File: src/hw/aux_mix_pkg.sv
package aux_mix_pkg;
    // ==========================================================
    // Register indices and byte addresses
    // ==========================================================
    localparam logic [3:0] AUX2_INDEX = 4'h5;
    localparam logic [3:0] AUX3_INDEX = 4'h6;
    localparam logic [3:0] GATE_INDEX = 4'h7;
    localparam logic [11:0] AUX2_ADDR = {6'h00, AUX2_INDEX, 2'h0};
    localparam logic [11:0] AUX3_ADDR = {6'h00, AUX3_INDEX, 2'h0};
    localparam logic [11:0] GATE_ADDR = {6'h00, GATE_INDEX, 2'h0};
    // ==========================================================
    // Field layout
    // ==========================================================
    localparam int LEFT_MUTE_BIT = 15;
    localparam int LEFT_GAIN_LSB = 8;
    localparam int RIGHT_MUTE_BIT = 7;
    localparam int RIGHT_GAIN_LSB = 0;
    localparam int GAIN_W = 5;
    localparam logic [15:0] WRITABLE_MASK = 16'h9f9f;
    localparam logic [15:0] MIX_RESET = 16'h8888;
    localparam logic [4:0] GAIN_UNITY = 5'h08;
    // Gate register bits
    localparam int GATE_PDN_BIT = 0;
    localparam int GATE_MIX_EN_BIT = 1;
    localparam int GATE_ANALOG_EN_BIT = 2;
    localparam int GATE_HELD_BIT = 3;
    localparam logic [2:0] GATE_RESET = 3'h1;
    // Gain in tenths of dB: +12.0 dB minus 1.5 dB per step
    localparam int GAIN_TOP_TENTHS = 120;
    localparam int GAIN_STEP_TENTHS = 15;
endpackage

File: src/hw/aux_mix_channel.sv
`timescale 1ns/1ps
module aux_mix_channel (
    input wire logic [4:0] gain,
    input wire logic mute,
    output logic signed [9:0] level_tenths,
    output logic enabled
);
    // ==========================================================
    // Gain code to level, mute to enable
    // ==========================================================
    always_comb begin
        level_tenths = 10'(aux_mix_pkg::GAIN_TOP_TENTHS)
            - 10'(aux_mix_pkg::GAIN_STEP_TENTHS) * {5'h00, gain}; // RL3 RL4
        enabled = ~mute; // RL2
    end
endmodule

File: src/hw/aux_mixer_gain_mute_registers.sv
`timescale 1ns/1ps
// Notes on behaviour
// RL1: Mute bits 15/7, gains 12:8/4:0.
// RL2: Mute 0 mixes, mute 1 silences.
// RL3: Each gain step is 1.5 dB down.
// RL4: Code 0 +12 dB, 8 unity, 31 -34.5.
// RL5: Software writes zero to reserved bits.
// RL6: Both registers reset to 0x8888.
// RL7: Reset or power-down pin forces default.
// RL8: Global conversion power-down forces default.
// RL9: Either mixer enable bit clear forces default.
// RL10: Held registers read default, discard writes.
module aux_mixer_gain_mute_registers (
    input wire logic pclk,
    input wire logic presetn,
    input wire logic psel,
    input wire logic penable,
    input wire logic pwrite,
    input wire logic [11:0] paddr,
    input wire logic [31:0] pwdata,
    input wire logic [3:0] pstrb,
    output logic [31:0] prdata,
    output logic pready,
    output logic pslverr,
    input wire logic power_down_pin_n,
    output logic left_aux_b_mute,
    output logic [4:0] left_aux_b_gain,
    output logic right_aux_b_mute,
    output logic [4:0] right_aux_b_gain,
    output logic left_aux_c_mute,
    output logic [4:0] left_aux_c_gain,
    output logic right_aux_c_mute,
    output logic [4:0] right_aux_c_gain,
    output logic [3:0] channel_enabled,
    output logic signed [9:0] left_aux_b_level,
    output logic mix_held
);
    // ==========================================================
    // Pin synchroniser
    // ==========================================================
    logic pdn_meta;
    logic pdn_sync;
    always_ff @(posedge pclk or negedge presetn) begin
        if (!presetn) begin
            pdn_meta <= 1'b0;
            pdn_sync <= 1'b0;
        end else begin
            pdn_meta <= power_down_pin_n;
            pdn_sync <= pdn_meta;
        end
    end

    // ==========================================================
    // State
    // ==========================================================
    logic [15:0] aux2;
    logic [15:0] aux3;
    logic [2:0] gate;
    logic [31:0] rdata_q;
    logic ready_q;
    logic err_q;
    logic [15:0] next_aux2;
    logic [15:0] next_aux3;
    logic [2:0] next_gate;
    logic [31:0] next_rdata;
    logic next_ready;
    logic next_err;
    logic held;
    logic access;
    logic commit;

    function automatic logic [15:0] merge16(input logic [15:0] old, input logic [31:0] wd,
                                            input logic [3:0] strb);
        logic [15:0] v;
        v = old;
        if (strb[0]) begin
            v[7:0] = wd[7:0];
        end
        if (strb[1]) begin
            v[15:8] = wd[15:8];
        end
        return v & aux_mix_pkg::WRITABLE_MASK; // RL1 RL5
    endfunction

    function automatic logic known(input logic [11:0] a);
        return a == aux_mix_pkg::AUX2_ADDR || a == aux_mix_pkg::AUX3_ADDR
            || a == aux_mix_pkg::GATE_ADDR;
    endfunction

    always_comb begin
        held = ~pdn_sync // RL7
            | gate[aux_mix_pkg::GATE_PDN_BIT] // RL8
            | ~gate[aux_mix_pkg::GATE_MIX_EN_BIT] | ~gate[aux_mix_pkg::GATE_ANALOG_EN_BIT]; // RL9
        access = psel & penable & ~ready_q;
        // Writes land on the completing edge, when pready is high
        commit = psel & penable & ready_q;
        next_aux2 = aux2;
        next_aux3 = aux3;
        next_gate = gate;
        next_rdata = rdata_q;
        next_ready = access;
        next_err = access & ~known(paddr);
        if (commit && pwrite) begin
            if (paddr == aux_mix_pkg::AUX2_ADDR) begin
                next_aux2 = merge16(aux2, pwdata, pstrb);
            end
            if (paddr == aux_mix_pkg::AUX3_ADDR) begin
                next_aux3 = merge16(aux3, pwdata, pstrb);
            end
            if (paddr == aux_mix_pkg::GATE_ADDR && pstrb[0]) begin
                next_gate = pwdata[2:0];
            end
        end
        if (held) begin
            next_aux2 = aux_mix_pkg::MIX_RESET; // RL10
            next_aux3 = aux_mix_pkg::MIX_RESET; // RL10
        end
        if (access && !pwrite) begin
            case (paddr)
                aux_mix_pkg::AUX2_ADDR: next_rdata = {16'h0000, aux2};
                aux_mix_pkg::AUX3_ADDR: next_rdata = {16'h0000, aux3};
                aux_mix_pkg::GATE_ADDR: next_rdata = {28'h0000000, held, gate};
                default: next_rdata = 32'h00000000;
            endcase
        end
    end

    always_ff @(posedge pclk or negedge presetn) begin
        if (!presetn) begin
            aux2 <= aux_mix_pkg::MIX_RESET; // RL6 RL7
            aux3 <= aux_mix_pkg::MIX_RESET; // RL6
            gate <= aux_mix_pkg::GATE_RESET;
            rdata_q <= 32'h00000000;
            ready_q <= 1'b0;
            err_q <= 1'b0;
        end else begin
            aux2 <= next_aux2;
            aux3 <= next_aux3;
            gate <= next_gate;
            rdata_q <= next_rdata;
            ready_q <= next_ready;
            err_q <= next_err;
        end
    end

    // ==========================================================
    // Outputs
    // ==========================================================
    logic signed [9:0] lvl;
    logic [3:0] en;
    aux_mix_channel u_lb (.gain(aux2[12:8]), .mute(aux2[15]), .level_tenths(lvl),
        .enabled(en[0]));
    aux_mix_channel u_rb (.gain(aux2[4:0]), .mute(aux2[7]), .level_tenths(),
        .enabled(en[1]));
    aux_mix_channel u_lc (.gain(aux3[12:8]), .mute(aux3[15]), .level_tenths(),
        .enabled(en[2]));
    aux_mix_channel u_rc (.gain(aux3[4:0]), .mute(aux3[7]), .level_tenths(),
        .enabled(en[3]));

    logic [3:0] en_q;
    logic signed [9:0] lvl_q;
    logic held_q;
    always_ff @(posedge pclk or negedge presetn) begin
        if (!presetn) begin
            en_q <= 4'h0;
            lvl_q <= 10'sd0;
            held_q <= 1'b1;
        end else begin
            en_q <= en; // RL2
            lvl_q <= lvl; // RL3 RL4
            held_q <= held;
        end
    end

    assign prdata = rdata_q;
    assign pready = ready_q;
    assign pslverr = err_q;
    assign left_aux_b_mute = aux2[aux_mix_pkg::LEFT_MUTE_BIT]; // RL1
    assign left_aux_b_gain = aux2[aux_mix_pkg::LEFT_GAIN_LSB +: aux_mix_pkg::GAIN_W];
    assign right_aux_b_mute = aux2[aux_mix_pkg::RIGHT_MUTE_BIT];
    assign right_aux_b_gain = aux2[aux_mix_pkg::RIGHT_GAIN_LSB +: aux_mix_pkg::GAIN_W];
    assign left_aux_c_mute = aux3[aux_mix_pkg::LEFT_MUTE_BIT];
    assign left_aux_c_gain = aux3[aux_mix_pkg::LEFT_GAIN_LSB +: aux_mix_pkg::GAIN_W];
    assign right_aux_c_mute = aux3[aux_mix_pkg::RIGHT_MUTE_BIT];
    assign right_aux_c_gain = aux3[aux_mix_pkg::RIGHT_GAIN_LSB +: aux_mix_pkg::GAIN_W];
    assign channel_enabled = en_q;
    assign left_aux_b_level = lvl_q;
    assign mix_held = held_q;

    // ==========================================================
    // Checks
    // ==========================================================
    AST_HELD_DEFAULT: assert property (@(posedge pclk) disable iff (!presetn) // RL10
        held |=> (aux2 == aux_mix_pkg::MIX_RESET && aux3 == aux_mix_pkg::MIX_RESET))
        else $error("Held register not at default");
    AST_PIN_LOW: assert property (@(posedge pclk) disable iff (!presetn) // RL7
        !power_down_pin_n [*3] |=> aux2 == aux_mix_pkg::MIX_RESET)
        else $error("Power-down pin did not clear");
    AST_PDN_BIT: assert property (@(posedge pclk) disable iff (!presetn) // RL8
        gate[aux_mix_pkg::GATE_PDN_BIT] |=> aux3 == aux_mix_pkg::MIX_RESET)
        else $error("Power-down bit did not clear");
    AST_ENABLES: assert property (@(posedge pclk) disable iff (!presetn) // RL9
        !(gate[1] && gate[2]) |=> aux2 == aux_mix_pkg::MIX_RESET)
        else $error("Enable bits did not clear");
    AST_RESERVED: assert property (@(posedge pclk) disable iff (!presetn) // RL1
        ((aux2 | aux3) & ~aux_mix_pkg::WRITABLE_MASK) == 16'h0000)
        else $error("Reserved bit set");
    AST_WRITE: assert property (@(posedge pclk) disable iff (!presetn) // RL1
        (commit && pwrite && paddr == aux_mix_pkg::AUX2_ADDR && pstrb == 4'hf && !held)
        |=> aux2 == ($past(pwdata[15:0]) & aux_mix_pkg::WRITABLE_MASK))
        else $error("Write not stored");
    AST_MUTE_EN: assert property (@(posedge pclk) disable iff (!presetn) // RL2
        ##1 channel_enabled[0] == !$past(aux2[15]))
        else $error("Mute not reflected");
    AST_LEVEL: assert property (@(posedge pclk) disable iff (!presetn) // RL4
        ($past(aux2[12:8]) == aux_mix_pkg::GAIN_UNITY && $past(presetn)) |-> lvl_q == 10'sd0)
        else $error("Unity level wrong");
    AST_READBACK: assert property (@(posedge pclk) disable iff (!presetn) // RL6
        (access && !pwrite && paddr == aux_mix_pkg::AUX3_ADDR)
        |=> pready && prdata == {16'h0000, $past(aux3)})
        else $error("Read data wrong");
endmodule

File: config.mk
export PLATFORM = sky130hd
export DESIGN_NAME = aux_mixer_gain_mute_registers
export DESIGN_NICKNAME = d
export VERILOG_FILES = /design/src/hw/aux_mix_pkg.sv /design/src/hw/aux_mix_channel.sv /design/src/hw/aux_mixer_gain_mute_registers.sv
export SDC_FILE = /design/constraint.sdc
export NUM_CORES = 1
export LEC_CHECK = 0
export BUFFER_PORTS_ARGS = -buffer_cell sky130_fd_sc_hd__buf_2
export CAP_MARGIN = 15
export CORE_MARGIN = 4
export CORE_UTILIZATION = 53
export CTS_BUF_LIST = sky130_fd_sc_hd__clkbuf_16
export CTS_CLUSTER_DIAMETER = 200
export DETAILED_ROUTE_END_ITERATION = 8
export GPL_TIMING_DRIVEN = 0
export PLACE_DENSITY = 0.86
export SLEW_MARGIN = 15
export SYNTH_ARGS = -nofsm -noshare
export SYNTH_HDL_FRONTEND = slang
export SYNTH_SLANG_ARGS = --single-unit
File: constraint.sdc
create_clock -name pclk -period 4.9 [get_ports pclk]
set_input_delay 0.98 -clock pclk [delete_from_list [all_inputs] [get_ports pclk]]
set_output_delay 0.98 -clock pclk [all_outputs]
set_load 0.01 [all_outputs]
==> results_dict.tcl <==
set metrics [dict create \
    status "finished clean" \
    p_sw_frac 0.211 \
    regArea_mm2 0.00146 \
    multi_input_area_mm2 0.00150 \
    ys_warn_count 0 \
    drc_errors 0 \
    fmax_mhz 293 \
    final_nets 502 \
    post-route-util 0.692 \
    hold_path.class "register to register" \
    synth_cell_types 43 \
    drv_slew 0 \
    synth-edff-count 0 \
    ant_nets 0 \
    die-area_mm2 0.00741 \
    r2r_cells 11 \
    cts_tree "built" \
    netlist_instances 309 \
    fin_crit_ns 3.41 \
    cts_made_buffers 9 \
    wl_mm 7.78 \
    cp-start-kind "register" \
    syn_area_mm2 0.00323 \
    numClockSinks 58 \
    crit_arrival_ns 3.61 \
    setup-violations-final 0 \
    setup_tns_ns 0 \
    grt_max_degree 59 \
    r2r_slack_ns 1.49 \
    post_cts_resized 0 \
    hold_viol 0 \
    seq_area_frac_synth 0.453 \
    cts_buffer_depth 2 \
    worstMarginPinSlew_ns 1.01 \
    syn_area_per_cell_um2 10.5 \
    final_common_cell "buf_2" \
    row_count 28 \
    p_leak_nw 2.17 \
    io_pins 127 \
    peakVddDrop_v 0.000185 \
    syn_to_final_growth_pct 26.7 \
    root_buffer "clkbuf_16" \
    post_drt_wl_per_cell_um 15.5 \
    die_x_um 86.1 \
    die_y_um 86.1 \
    grt_usage 0.226 \
    p_total_mw 1.13 \
    maxCapViolCount 0 \
    postCtsHoldBufs 0 \
    first_pass_iters 4 \
    numPortBuffers 83 \
    mostFrequentLayoutCells "83 x buf_2, 48 x dfrtp_1, 43 x nand2_1" \
    clk_latency_ns 0.32 \
    finClkSkew_ns 0.00747 \
    layout_worst_path_cycle_share 0.696 \
    powerDensity_mw_per_mm2 275 \
    crit_type "register to register" \
    max_slew_margin 0.320 \
    rsz0062_at_grt "no" \
    cts_setup_buffers 0 \
    core_mm2 0.00592 \
    place_ws_ns 1.53 \
    cp-end-kind "register" \
    final_layout_size_suffix_gt1_frac 0.335 \
    ys_seq_elements 58 \
    dp_hpwl_mm 5.62 \
    clk_pin_slew_ns 0.05 \
    antenna_found_initial 0 \
    n_fill_cell 455 \
    crit_fanout 7 \
    p_int_mw 0.888 \
    power_frac_comb 0.050 \
    avgViaCountPerCell 5.26 \
    grt_pass1_vias 2665 \
    required_ns 5.11 \
    worstReg2RegStart "aux2[10]" \
    crit_end "left_aux_b_level[8]" \
    synth_flop_cell "dfrtp_1" \
    vias 2641 \
    globalRoute.totalOverflow 0 \
    worst_slack_ns 1.49 \
    async_reset_ff_frac 1.00 \
    drtIter0Drc 137 \
    grt_pass1_wl_mm 13.0 \
    power_frac_seq 0.428 \
    antenna_cells 0 \
    startpoint "aux2[10]" \
    place_congestion 0.854 \
    h-tree-depth 3 \
    start_util 0.546 \
    power.switching_mw 0.238 \
    r2r-end "left_aux_b_level[8]" \
    p_clk_frac 0.522 \
]
-- power by group through the flow --
stage          clock (mW)  sequential (mW)  combinational [mW]
2_1_floorplan           0            0.491              0.0291
3_3_place_gp            0            0.490              0.0544
3_5_place_dp            0            0.490              0.0558
4_1_cts             0.593            0.483              0.0559
5_1_grt             0.623            0.482              0.0628
6_report            0.588            0.483              0.0560
-- worst min path at each step --
stage	from	end	slack, ns	cells past startpoint
after floorplan	pdn_meta	pdn_sync	0.33	0
after global placement	pdn_meta	pdn_sync	0.33	0
after detailed placement	pdn_meta	pdn_sync	0.35	0
after CTS	pdn_meta	pdn_sync	0.36	0
after global routing	pdn_meta	pdn_sync	0.38	0
final	pdn_meta	pdn_sync	0.36	0
-- metal layers --
metal	wire [µm]	GRT usage	up-vias
li1	-	-	1227
met3	563	0.0548	17
met4	187	0.0950	0
met5	0	0	-
met2	3930	0.366	109
met1	3090	0.288	1288
-- cells by family (layout without fill, tap and decap cells) --
group | after synthesis | count (layout) | synth area share
compound gates | 38 | 38 | 0.0766
xor+xnor | 5 | 5 | 0.0135
fa+ha+maj | 26 | 26 | 0.112
buf+inv | 65 | 164 | 0.105
flops | 58 | 58 | 0.453
mux | 30 | 30 | 0.0944
other cells | 1 | 20 | 0.00116
simple gates | 86 | 86 | 0.144
-- per-stage QoR --
step	instance area, µm²	cells	hold slack, ns
floorplan	3300	328	0.331
global placement	3810	486	0.334
detailed placement	3820	486	0.351
CTS	4100	502	0.363
global route	4100	502	0.377
finish	4100	502	0.357
-- state kept, by name, summed over array words and instances, names as in the netlist --
name / cells
channel_enabled: 4
left_aux_b_level: 10
aux3: 12
pdn_meta: 1
pdn_sync: 1
pready: 1
prdata: 12
aux2: 12
mix_held: 1
gate: 3
pslverr: 1
-- worst max-delay path, stage by stage (launching register included) --
cell	delay [ns]
dfrtp_1	0.47
ha_1	0.33
inv_1	0.05
fa_1	0.49
inv_1	0.06
fa_1	0.51
inv_1	0.05
ha_1	0.34
nor2b_1	0.17
o31a_1	0.26
or4_1	0.39
and3_1	0.17
-- area by class of cell --
cell class                      instances  share of cell area
Buffer                                 33              0.0535
Multi-Input combinational cell        205               0.367
Timing Repair Buffer                   83               0.102
Clock buffer                            9              0.0550
Tap cell                               75              0.0229
Sequential cell                        58               0.357
Inverter                               32              0.0293
Clock inverter                          7              0.0134
-- cells in the mapped netlist (6+ instances only) --
cell type | n | share of area
dfstp_2 | 10 | 0.081
a21oi_1 | 6 | 0.0093
inv_1 | 32 | 0.037
ha_1 | 21 | 0.081
buf_4 | 21 | 0.049
nand2_1 | 43 | 0.050
nor2_1 | 18 | 0.021
o21ai_0 | 14 | 0.022
dfrtp_1 | 48 | 0.37
clkbuf_1 | 9 | 0.010
mux2i_1 | 26 | 0.080
a32oi_1 | 8 | 0.022
No activity file was read; power rests on OpenSTA's default activity.
